==> config.mk <==
export PLATFORM = sky130hd
export DESIGN_NAME = dac_twi_slave
export DESIGN_NICKNAME = d
export VERILOG_FILES = /design/src/logic/dac_twi_pkg.sv /design/src/logic/twi_line_sync.sv /design/src/logic/dac_twi_slave.sv
export SDC_FILE = /design/constraint.sdc
export NUM_CORES = 1
export LEC_CHECK = 0
export BUFFER_PORTS_ARGS = -buffer_cell sky130_fd_sc_hd__buf_4
export CORE_MARGIN = 5
export CORE_UTILIZATION = 50
export DETAILED_ROUTE_END_ITERATION = 16
export PLACE_DENSITY_LB_ADDON = 0.15
export SLEW_MARGIN = 5
export SYNTH_ARGS = -nofsm -noshare
export SYNTH_HDL_FRONTEND = slang
export SYNTH_SLANG_ARGS = --single-unit
==> constraint.sdc <==
create_clock -name ref_clk -period 2.2 [get_ports ref_clk]
set_clock_uncertainty 0.1 [all_clocks]
set_input_delay 0.66 -clock ref_clk [delete_from_list [all_inputs] [get_ports ref_clk]]
set_output_delay 0.66 -clock ref_clk [all_outputs]
set_load 0.01 [all_outputs]
==> src/logic/dac_twi_pkg.sv <==
// Constants shared by the two-wire DAC slave interface
package dac_twi_pkg;
    // Address variants, upper six bits
    localparam logic [5:0] ADDR_UPPER_L = 6'h08;
    localparam logic [5:0] ADDR_UPPER_M = 6'h09;
    localparam logic [5:0] ADDR_UPPER_N = 6'h1A;
    localparam logic [5:0] ADDR_UPPER_P = 6'h2A;
    // Power-down encodings
    localparam logic [1:0] PD_UP = 2'h0;
    localparam logic [1:0] PD_FLOAT = 2'h1;
    localparam logic [1:0] PD_1K = 2'h2;
    localparam logic [1:0] PD_100K = 2'h3;
    localparam logic [1:0] PD_RESET = PD_100K;
    localparam logic [11:0] CODE_RESET = 12'h000;
    // Command nibbles
    localparam logic [3:0] CMD_LOAD_BOTH = 4'hC;
    localparam logic [3:0] CMD_LOAD_INPUT = 4'hD;
    localparam logic [3:0] CMD_LOAD_SHIFT = 4'hE;
    localparam logic [3:0] CMD_COPY = 4'hF;
    localparam logic [1:0] CMD_TOP_READ = 2'h2;
    localparam logic [1:0] CMD_TOP_PD = 2'h1;
    // Bit counter: bits 0..7 data, 8 acknowledge
    localparam logic [3:0] BIT_ACK = 4'h8;
    localparam logic [3:0] BIT_LAST = 4'h7;
    // Value after START; the clock fall that follows START wraps it to bit 0
    localparam logic [3:0] BIT_ARMED = 4'hF;
    // Timing
    localparam int CLK_PERIOD_NS = 10;
    localparam int SCL_MAX_KHZ = 400;
    localparam int SCL_MIN_PERIOD_CYC = 1000000 / (SCL_MAX_KHZ * CLK_PERIOD_NS);

    typedef enum logic [2:0]
    {
        ST_IDLE = 3'b000,
        ST_ADDR = 3'b001,
        ST_WRITE = 3'b010,
        ST_READ = 3'b011,
        ST_IGNORE = 3'b100
    } link_state_t;
endpackage

==> src/logic/twi_line_sync.sv <==
// Two-flop synchroniser and edge finder for the serial clock and data pins
`timescale 1ns/1ps
module twi_line_sync
(
    // Clock and reset
    input wire logic ref_clk,
    input wire logic rst_sync_n,
    // Raw pins
    input wire logic scl_in,
    input wire logic sda_in,
    // Sampled levels and events
    output logic scl_level,
    output logic sda_level,
    output logic scl_rise,
    output logic scl_fall,
    output logic start_seen,
    output logic stop_seen
);
    logic [1:0] scl_meta_ff;
    logic [1:0] sda_meta_ff;
    logic scl_prev_ff;
    logic sda_prev_ff;

    // First stage read only by second stage
    always_ff @(posedge ref_clk or negedge rst_sync_n)
    begin
        if (!rst_sync_n)
        begin
            scl_meta_ff <= 2'h3;
            sda_meta_ff <= 2'h3;
            scl_prev_ff <= 1'b1;
            sda_prev_ff <= 1'b1;
        end
        else
        begin
            scl_meta_ff <= {scl_meta_ff[0], scl_in};
            sda_meta_ff <= {sda_meta_ff[0], sda_in};
            scl_prev_ff <= scl_meta_ff[1];
            sda_prev_ff <= sda_meta_ff[1];
        end
    end

    assign scl_level = scl_meta_ff[1];
    assign sda_level = sda_meta_ff[1];
    assign scl_rise = scl_meta_ff[1] & ~scl_prev_ff;
    assign scl_fall = ~scl_meta_ff[1] & scl_prev_ff;
    // Data edges with clock high both now and before are conditions
    assign start_seen = scl_meta_ff[1] & scl_prev_ff & sda_prev_ff & ~sda_meta_ff[1];
    assign stop_seen = scl_meta_ff[1] & scl_prev_ff & ~sda_prev_ff & sda_meta_ff[1];
endmodule

==> src/logic/dac_twi_slave.sv <==
// Two-wire slave interface of a 12-bit DAC: framing, address, command decode
`timescale 1ns/1ps
module dac_twi_slave
(
    // Clock and reset
    input wire logic ref_clk,
    input wire logic rst_n,
    // Bus pins
    input wire logic scl_in,
    input wire logic sda_in,
    output logic sda_out,
    output logic sda_oe,
    // Strap and variant select
    input wire logic addr_select,
    input wire logic [1:0] variant_sel,
    // DAC state
    output logic [11:0] input_code,
    output logic [11:0] dac_code,
    output logic powerdown_select_high,
    output logic powerdown_select_low,
    output logic bus_busy
);
    logic [1:0] rst_pipe_ff;
    logic rst_sync_n;
    logic scl_level;
    logic sda_level;
    logic scl_rise;
    logic scl_fall;
    logic start_seen;
    logic stop_seen;
    dac_twi_pkg::link_state_t state_ff;
    dac_twi_pkg::link_state_t nxt_state;
    logic [3:0] bit_cnt_ff;
    logic [7:0] shift_ff;
    logic first_byte_ff;
    logic [3:0] command_nibble_ff;
    logic [3:0] hi_code_ff;
    logic [11:0] input_code_ff;
    logic [11:0] dac_code_ff;
    logic [1:0] pd_ff;
    logic sda_low_ff;
    logic master_nack_ff;
    logic [1:0] addr_sel_meta_ff;
    logic [6:0] own_addr;
    logic [7:0] next_byte;
    logic addr_bit_ok;
    logic in_frame;

    ////////////////////////////////////////////////////////////////////////////
    // Reset release and pin conditioning

    // Reset asserts at once, releases through two flops
    always_ff @(posedge ref_clk or negedge rst_n)
    begin
        if (!rst_n)
            rst_pipe_ff <= 2'h0;
        else
            rst_pipe_ff <= {rst_pipe_ff[0], 1'b1};
    end
    assign rst_sync_n = rst_pipe_ff[1];

    twi_line_sync u_sync
    (
        .ref_clk(ref_clk),
        .rst_sync_n(rst_sync_n),
        .scl_in(scl_in),
        .sda_in(sda_in),
        .scl_level(scl_level),
        .sda_level(sda_level),
        .scl_rise(scl_rise),
        .scl_fall(scl_fall),
        .start_seen(start_seen),
        .stop_seen(stop_seen)
    );

    // Address-select pin is a static strap but still synchronised
    always_ff @(posedge ref_clk or negedge rst_sync_n)
    begin
        if (!rst_sync_n)
            addr_sel_meta_ff <= 2'h0;
        else
            addr_sel_meta_ff <= {addr_sel_meta_ff[0], addr_select};
    end

    ////////////////////////////////////////////////////////////////////////////
    // Address helpers

    // Preset upper bits per variant, lowest bit from strap
    function automatic logic [6:0] slave_address(input logic [1:0] sel, input logic lsb);
        logic [5:0] upper;
        upper = dac_twi_pkg::ADDR_UPPER_L;
        case (sel)
            2'h0: upper = dac_twi_pkg::ADDR_UPPER_L;
            2'h1: upper = dac_twi_pkg::ADDR_UPPER_M;
            2'h2: upper = dac_twi_pkg::ADDR_UPPER_N;
            default: upper = dac_twi_pkg::ADDR_UPPER_P;
        endcase
        return {upper, lsb};
    endfunction

    assign own_addr = slave_address(variant_sel, addr_sel_meta_ff[1]);
    assign next_byte = {shift_ff[6:0], sda_level};
    // Bit under compare is bit 6 - count of the address
    assign addr_bit_ok = (bit_cnt_ff > 4'h6) ||
        (sda_level == own_addr[3'(4'h6 - bit_cnt_ff)]);
    assign in_frame = (state_ff != dac_twi_pkg::ST_IDLE) &&
        (state_ff != dac_twi_pkg::ST_IGNORE);

    ////////////////////////////////////////////////////////////////////////////
    // Transfer state

    // STOP beats everything; START restarts address phase from any state
    always_comb
    begin
        nxt_state = state_ff;
        if (stop_seen)
            nxt_state = dac_twi_pkg::ST_IDLE;
        else if (start_seen)
            nxt_state = dac_twi_pkg::ST_ADDR;
        else
        begin
            case (state_ff)
                dac_twi_pkg::ST_IDLE:
                    nxt_state = dac_twi_pkg::ST_IDLE;
                dac_twi_pkg::ST_ADDR:
                begin
                    if (scl_rise && !addr_bit_ok)
                        nxt_state = dac_twi_pkg::ST_IGNORE;
                    else if (scl_fall && bit_cnt_ff == dac_twi_pkg::BIT_ACK)
                        nxt_state = shift_ff[0] ? dac_twi_pkg::ST_READ
                                                : dac_twi_pkg::ST_WRITE;
                end
                dac_twi_pkg::ST_READ:
                begin
                    // Master nack ends our transmission
                    if (scl_fall && bit_cnt_ff == dac_twi_pkg::BIT_ACK && master_nack_ff)
                        nxt_state = dac_twi_pkg::ST_IGNORE;
                end
                dac_twi_pkg::ST_WRITE:
                    nxt_state = dac_twi_pkg::ST_WRITE;
                dac_twi_pkg::ST_IGNORE:
                    nxt_state = dac_twi_pkg::ST_IGNORE;
                default:
                    nxt_state = dac_twi_pkg::ST_IDLE;
            endcase
        end
    end

    always_ff @(posedge ref_clk or negedge rst_sync_n)
    begin
        if (!rst_sync_n)
            state_ff <= dac_twi_pkg::ST_IDLE;
        else
            state_ff <= nxt_state;
    end

    // Bit counter: 0..7 data bits, 8 is the acknowledge clock
    // Armed one below zero at START, as the fall after START carries no bit
    always_ff @(posedge ref_clk or negedge rst_sync_n)
    begin
        if (!rst_sync_n)
            bit_cnt_ff <= 4'h0;
        else if (start_seen)
            bit_cnt_ff <= dac_twi_pkg::BIT_ARMED;
        else if (!in_frame)
            bit_cnt_ff <= 4'h0;
        else if (scl_fall)
            bit_cnt_ff <= (bit_cnt_ff == dac_twi_pkg::BIT_ACK) ? 4'h0
                                                                 : bit_cnt_ff + 4'h1;
    end

    // Sample data on rising clock; clock ignored outside a frame
    always_ff @(posedge ref_clk or negedge rst_sync_n)
    begin
        if (!rst_sync_n)
            shift_ff <= 8'h00;
        else if (in_frame && scl_rise && bit_cnt_ff <= dac_twi_pkg::BIT_LAST)
            shift_ff <= next_byte;
    end

    // Master acknowledge sampled on ninth rising clock while we transmit
    always_ff @(posedge ref_clk or negedge rst_sync_n)
    begin
        if (!rst_sync_n)
            master_nack_ff <= 1'b0;
        else if (state_ff == dac_twi_pkg::ST_READ && scl_rise &&
                 bit_cnt_ff == dac_twi_pkg::BIT_ACK)
            master_nack_ff <= sda_level;
    end

    ////////////////////////////////////////////////////////////////////////////
    // Write decode

    // Byte parity in a write or read; any START or STOP drops a half word
    always_ff @(posedge ref_clk or negedge rst_sync_n)
    begin
        if (!rst_sync_n)
            first_byte_ff <= 1'b1;
        else if ((state_ff != dac_twi_pkg::ST_WRITE && state_ff != dac_twi_pkg::ST_READ) ||
                 start_seen || stop_seen)
            first_byte_ff <= 1'b1;
        else if (scl_fall && bit_cnt_ff == dac_twi_pkg::BIT_ACK)
            first_byte_ff <= ~first_byte_ff;
    end

    // First byte: command nibble and code bits 11..8, held until word completes
    always_ff @(posedge ref_clk or negedge rst_sync_n)
    begin
        if (!rst_sync_n)
        begin
            command_nibble_ff <= 4'h0;
            hi_code_ff <= 4'h0;
        end
        else if (state_ff == dac_twi_pkg::ST_WRITE && first_byte_ff && scl_fall &&
                 bit_cnt_ff == dac_twi_pkg::BIT_ACK)
        begin
            command_nibble_ff <= shift_ff[7:4];
            hi_code_ff <= shift_ff[3:0];
        end
    end

    // Registers change only at the fall ending the second byte's acknowledge
    always_ff @(posedge ref_clk or negedge rst_sync_n)
    begin
        if (!rst_sync_n)
        begin
            input_code_ff <= dac_twi_pkg::CODE_RESET;
            dac_code_ff <= dac_twi_pkg::CODE_RESET;
            pd_ff <= dac_twi_pkg::PD_RESET;
        end
        else if (state_ff == dac_twi_pkg::ST_WRITE && !first_byte_ff && scl_fall &&
                 bit_cnt_ff == dac_twi_pkg::BIT_ACK)
        begin
            case (command_nibble_ff)
                dac_twi_pkg::CMD_LOAD_BOTH:
                begin
                    input_code_ff <= {hi_code_ff, shift_ff};
                    dac_code_ff <= {hi_code_ff, shift_ff};
                end
                dac_twi_pkg::CMD_LOAD_INPUT:
                    input_code_ff <= {hi_code_ff, shift_ff};
                dac_twi_pkg::CMD_LOAD_SHIFT:
                begin
                    input_code_ff <= {hi_code_ff, shift_ff};
                    dac_code_ff <= input_code_ff;
                end
                dac_twi_pkg::CMD_COPY:
                    dac_code_ff <= input_code_ff;
                default:
                begin
                    // Power-down select from code bits 11 and 10; rest ignored
                    if (command_nibble_ff[3:2] == dac_twi_pkg::CMD_TOP_PD)
                        pd_ff <= hi_code_ff[3:2];
                end
            endcase
        end
    end

    ////////////////////////////////////////////////////////////////////////////
    // Data line drive

    // Changes only on falling clock so data is stable while clock is high
    always_ff @(posedge ref_clk or negedge rst_sync_n)
    begin
        if (!rst_sync_n)
            sda_low_ff <= 1'b0;
        else if (start_seen || stop_seen || !in_frame)
            sda_low_ff <= 1'b0;
        else if (scl_fall)
        begin
            if (bit_cnt_ff == dac_twi_pkg::BIT_LAST &&
                state_ff != dac_twi_pkg::ST_READ)
                sda_low_ff <= 1'b1;
            else if (state_ff == dac_twi_pkg::ST_ADDR &&
                     bit_cnt_ff == dac_twi_pkg::BIT_ACK && shift_ff[0])
                sda_low_ff <= ~read_bit(1'b1, 3'h0);
            else if (state_ff == dac_twi_pkg::ST_READ && bit_cnt_ff < dac_twi_pkg::BIT_LAST)
                sda_low_ff <= ~read_bit(first_byte_ff, 3'(bit_cnt_ff + 4'h1));
            else if (state_ff == dac_twi_pkg::ST_READ &&
                     bit_cnt_ff == dac_twi_pkg::BIT_ACK && !master_nack_ff)
                sda_low_ff <= ~read_bit(~first_byte_ff, 3'h0);
            else
                sda_low_ff <= 1'b0;
        end
    end

    // Read word: byte one is 0000 and code 11..8, byte two code 7..0
    function automatic logic read_bit(input logic first, input logic [2:0] idx);
        logic [15:0] word;
        word = {4'h0, dac_code_ff};
        return first ? word[4'hF - {1'b0, idx}] : word[4'h7 - {1'b0, idx}];
    endfunction

    assign sda_out = 1'b0;
    assign sda_oe = sda_low_ff;
    assign input_code = input_code_ff;
    assign dac_code = dac_code_ff;
    assign powerdown_select_high = pd_ff[1];
    assign powerdown_select_low = pd_ff[0];
    assign bus_busy = in_frame;

    ////////////////////////////////////////////////////////////////////////////
    // Checks

    a_stop_goes_idle: assert property (@(posedge ref_clk) disable iff (!rst_sync_n)
        stop_seen |=> state_ff == dac_twi_pkg::ST_IDLE)
        else $error("stop did not release");
    a_start_to_addr: assert property (@(posedge ref_clk) disable iff (!rst_sync_n)
        start_seen && !stop_seen |=> state_ff == dac_twi_pkg::ST_ADDR &&
        bit_cnt_ff == dac_twi_pkg::BIT_ARMED)
        else $error("start did not open address phase");
    a_ignore_quiet: assert property (@(posedge ref_clk) disable iff (!rst_sync_n)
        state_ff == dac_twi_pkg::ST_IGNORE |-> !sda_oe)
        else $error("driving while ignoring");
    a_idle_quiet: assert property (@(posedge ref_clk) disable iff (!rst_sync_n)
        state_ff == dac_twi_pkg::ST_IDLE && !start_seen |=> state_ff == dac_twi_pkg::ST_IDLE)
        else $error("left idle without start");
    a_addr_mismatch: assert property (@(posedge ref_clk) disable iff (!rst_sync_n)
        state_ff == dac_twi_pkg::ST_ADDR && scl_rise && !addr_bit_ok && !start_seen
        && !stop_seen |=> state_ff == dac_twi_pkg::ST_IGNORE)
        else $error("mismatch not dropped");
    a_ack_held: assert property (@(posedge ref_clk) disable iff (!rst_sync_n)
        state_ff == dac_twi_pkg::ST_WRITE && scl_fall && bit_cnt_ff == dac_twi_pkg::BIT_LAST
        && !start_seen && !stop_seen |=> sda_oe)
        else $error("no acknowledge");
    a_regs_stable: assert property (@(posedge ref_clk) disable iff (!rst_sync_n)
        !(scl_fall && bit_cnt_ff == dac_twi_pkg::BIT_ACK) |=> $stable(dac_code_ff)
        && $stable(input_code_ff) && $stable(pd_ff))
        else $error("register moved off acknowledge edge");
    a_pd_write: assert property (@(posedge ref_clk) disable iff (!rst_sync_n)
        state_ff == dac_twi_pkg::ST_WRITE && !first_byte_ff && scl_fall &&
        bit_cnt_ff == dac_twi_pkg::BIT_ACK &&
        command_nibble_ff[3:2] == dac_twi_pkg::CMD_TOP_PD
        |=> pd_ff == $past(hi_code_ff[3:2]))
        else $error("power-down bits not loaded");
    a_sda_stable_high: assert property (@(posedge ref_clk) disable iff (!rst_sync_n)
        scl_level && $past(scl_level) && in_frame |-> $stable(sda_oe))
        else $error("data driven change while clock high");
    // Read word always opens with a zero, so the line stays low past the ack
    a_read_lead_bit: assert property (@(posedge ref_clk) disable iff (!rst_sync_n)
        state_ff == dac_twi_pkg::ST_ADDR && scl_fall && bit_cnt_ff == dac_twi_pkg::BIT_ACK &&
        shift_ff[0] && !start_seen && !stop_seen |=> sda_oe)
        else $error("first read bit not driven");
    a_nack_release: assert property (@(posedge ref_clk) disable iff (!rst_sync_n)
        state_ff == dac_twi_pkg::ST_READ && scl_fall && bit_cnt_ff == dac_twi_pkg::BIT_ACK &&
        master_nack_ff |=> !sda_oe && state_ff == dac_twi_pkg::ST_IGNORE)
        else $error("still driving after master nack");
    c_write_word: cover property (@(posedge ref_clk) disable iff (!rst_sync_n)
        state_ff == dac_twi_pkg::ST_WRITE && $changed(dac_code_ff));
    c_read_entered: cover property (@(posedge ref_clk) disable iff (!rst_sync_n)
        state_ff == dac_twi_pkg::ST_READ);
    c_mismatch: cover property (@(posedge ref_clk) disable iff (!rst_sync_n)
        state_ff == dac_twi_pkg::ST_IGNORE);
    c_powerup: cover property (@(posedge ref_clk) disable iff (!rst_sync_n)
        pd_ff == dac_twi_pkg::PD_UP);
endmodule

==> results by group <==
STA
  • Fmax: 0.4764 GHz
  • Setup TNS: 0 ns
  • RSZ-0062 raised after global routing: false
  • Final period utilization: 0.9541
  • Worst-Margin Slew: 0.5025 ns
  • Slew HR: 0.6615
  • Final Critical Period: 2.099 ns
  • Final hold viol count: 0
  • Final setup margin: between 0.1 and 0.15 ns
  • Setup-failing EPs final: 0
  • Final Max Slew Viols: 0

Global routing
  • Antenna violations before repair: 0
  • Maximum number of pins on one net before global-route repair: 44
  • Gr ovfl total: 0
  • Global-route wire length before repair: 10.53 mm
  • Vias in the first global route: 2064
  • GR Util met2: 0.2691
  • Grt peak-use layer: met2
  • All-Layer GR Usage: 0.1838
  • Grt met1 use: 0.2648
  • Met3 usage: 0.04563

Yosys
  • Synthesized flop and latch total: 62
  • Post-synth top flop: dfrtp_1
  • Synthesized area per cell: 11.51 µm²
  • Sequential share of the synthesized area: 0.5386
  • Synthesized cell area: slightly below 3000 µm²
  • Count of cell types in the netlist: 45
  • Cells after Synth: 252
  • Syn_nets: 262
  • Async SR Flop Fraction: 1.000
  • Synth warn: 0
  • Number of flops mapped to enable cells by yosys: 0

Setup path
  • Slowest stage cell, crit path: dfrtp_1
  • Worst R2R Start: bit_cnt_ff[1]
  • Critical path class: flop to primary output
  • Crit-path max FO: 6
  • Reg-to-reg critical path endpoint: sda_oe
  • Setup crit start kind: flop
  • Setup slack, reg-to-reg: approximately 0.20 ns
  • Critical Path AT: 1.34 ns
  • Critical Path Sink Type: primary output
  • CP required: approximately 1.4 ns
  • R2R cell count: 6
  • CP Cell Sequence: nor2_1 -> inv_1 -> buf_4
  • Worst path max stage delay: 0.47 ns

Floorplanning
  • Floorplan Core Area: 5574 µm²
  • Row cnt: 27
  • Die width: 86.18 µm
  • Starting Density: 0.5205
  • Height of the die: about 86 µm
  • Die Area: 7426 µm²
  • Io pins: 36

Routing
  • 1st-pass router iterations: 4
  • Via density: 5.350
  • Antenna viol nets, final: 0
  • Routed WL per cell: 16.02 µm
  • Via count: 2033
  • # DRC: 0
  • Wirelength, routed: roughly 6.1 mm
  • Initial drt markers: 110

Power
  • P_leak: 1.738 nW
  • Max IR drop VDD: 455.8 µV
  • Cell Pwr Density: 847.2 nW/µm²

Clocking
  • Root Driver: clkbuf_8
  • Post-CTS setup buffers: 0
  • CTS buffer count: 9
  • CTS max path bufs: 2
  • Clock Sinks: between 60 and 70
  • CTS tree: yes
  • Worst-path clk slew: 0.06 ns
  • Clock Latency Late Sink: about 0.33 ns
  • H-tree depth: 3

Placed design
  • Post-placement cell area: 3326 µm²
  • Placed wire-length estimate: 4.501 mm
  • Port buffer count: 34
  • GP Congestion: 0.8332
  • Post-place setup slack: 0.1408 ns

Final layout
  • Synth-to-layout area growth: 20.66%
  • Post-route cell area: 3501 µm²
  • N_diodes: 0
  • Layout cells sized above 1: 0.3182
  • Final net count: 313

Min path
  • Worst min-delay path category: flop to asynchronous set/reset pin

Status
  • Status: finished clean

Flow run
  • Max-Cap Viols: 0
[area by class of cell]
class                   count  area (µm²)
multi-input cells         169        1259
clock buffers              13       138.9
flip-flops and latches     62        1564
inverters                  12       45.04
well taps                  72       90.09
clock inverters             3       21.27
repair buffers             49       382.9
fillers                   456        2073
[cells by family after synthesis]
logic type,Yosys count,synth area share
AO/OA/AOI/OAI,45,0.09660
XOR/XNOR,3,0.009057
adder cells (fa/ha/maj),3,0.01294
buffers and inverters,21,0.02932
flip-flops,62,0.5386
multiplexers,45,0.1798
other,2,0.002588
AND/OR/NAND/NOR,71,0.1311
[worst max-delay path by stage]
| stage | cells after the start | startpoint | slack [ns] | end |
|---|---|---|---|---|
| 4_1_cts | 3 | state_ff[0] | 0.1 | bus_busy |
| 3_3_place_gp | 6 | bit_cnt_ff[1] | 0.19 | sda_oe |
| 2_1_floorplan | 8 | bit_cnt_ff[0] | 0.09 | input_code[10] |
| 6_report | 3 | state_ff[0] | 0.10 | bus_busy |
| 5_1_grt | 7 | bit_cnt_ff[1] | 0.001 | state_ff[0] |
| 3_5_place_dp | 7 | bit_cnt_ff[0] | 0.14 | state_ff[0] |
[metal layers]
layer,vias to the layer above,part of all wire
met3,8,0.051
li1,991,-
met2,45,0.45
met1,989,0.49
met5,-,0
met4,0,0.011
[synth_stat cells (3+ instances only)]
cell | instances | share of area
o21ai_0 | 20 | 0.034
nand3b_1 | 4 | 0.010
mux4_2 | 3 | 0.023
nand3_1 | 7 | 0.012
dfrtp_1 | 53 | 0.46
mux2i_1 | 15 | 0.052
a21oi_1 | 8 | 0.014
nand2_1 | 29 | 0.038
and3b_1 | 3 | 0.0091
mux2_2 | 19 | 0.074
nor3b_1 | 3 | 0.0078
mux2_1 | 8 | 0.031
inv_1 | 12 | 0.016
nor2_1 | 11 | 0.014
dfstp_2 | 9 | 0.082
ha_1 | 3 | 0.013
nand2b_1 | 3 | 0.0065
xor2_1 | 3 | 0.0091
clkbuf_1 | 5 | 0.0065
[layout by cell type, fill, tap and decap left out, types with 4 or more instances in the layout]
cell type  count
nand2_1       29
mux2_1         8
clkbuf_1       4
buf_4         47
nand3b_1       4
dfstp_2        9
clkbuf_8       9
nand3_1        7
nor2_1        11
o21ai_0       20
dfrtp_1       52
mux2_2        19
mux2i_1       15
a21oi_1        8
inv_1         12
[worst max-delay path: cells and delay by family (launching register included)]
kind / cells / cell delay, ns
buffers and inverters: 2 / 0.32
DFF: 1 / 0.47
and+or+nand+nor: 1 / 0.22
[timing repair]
item                                    in CTS  in global routing
endpoints found under the hold margin        2                  0
hold buffers                                 1                  0
endpoints found under the setup margin       0                  3
resized for setup                            0                  2
[where the power goes]
group | internal, W | total (W) | switching, W | leakage [nW]
combinational | 0.000346 | 0.000732 | 0.000387 | 0.845
clock | 0.000410 | 0.000826 | 0.000416 | 0.0776
sequential | 0.00125 | 0.00141 | 0.000157 | 0.816
[flip-flops by register name, summed over array words and instances, names as in the netlist]
name                count
u_sync.sda_meta_ff      2
command_nibble_ff       4
u_sync.scl_meta_ff      2
u_sync.scl_prev_ff      1
pd_ff                   2
master_nack_ff          1
first_byte_ff           1
sda_oe                  1
hi_code_ff              4
dac_code               12
state_ff                3
u_sync.sda_prev_ff      1
bit_cnt_ff              4
rst_pipe_ff             2
addr_sel_meta_ff        2
input_code             12
shift_ff                8
[metrics by stage]
step | std cells | utilization | hold WS, ns | total power (W)
2_1_floorplan | 252 | - | 0.2312 | 0.001914
3_3_place_gp | 363 | 0.5966 | 0.1204 | 0.002140
3_5_place_dp | 363 | 0.5966 | 0.1181 | 0.002150
4_1_cts | 380 | 0.6272 | 0.1242 | 0.002990
5_1_grt | 380 | 0.6281 | 0.1453 | 0.003180
6_report | 380 | 0.6281 | 0.1102 | 0.002966
Power figures use the tool's default switching activity.
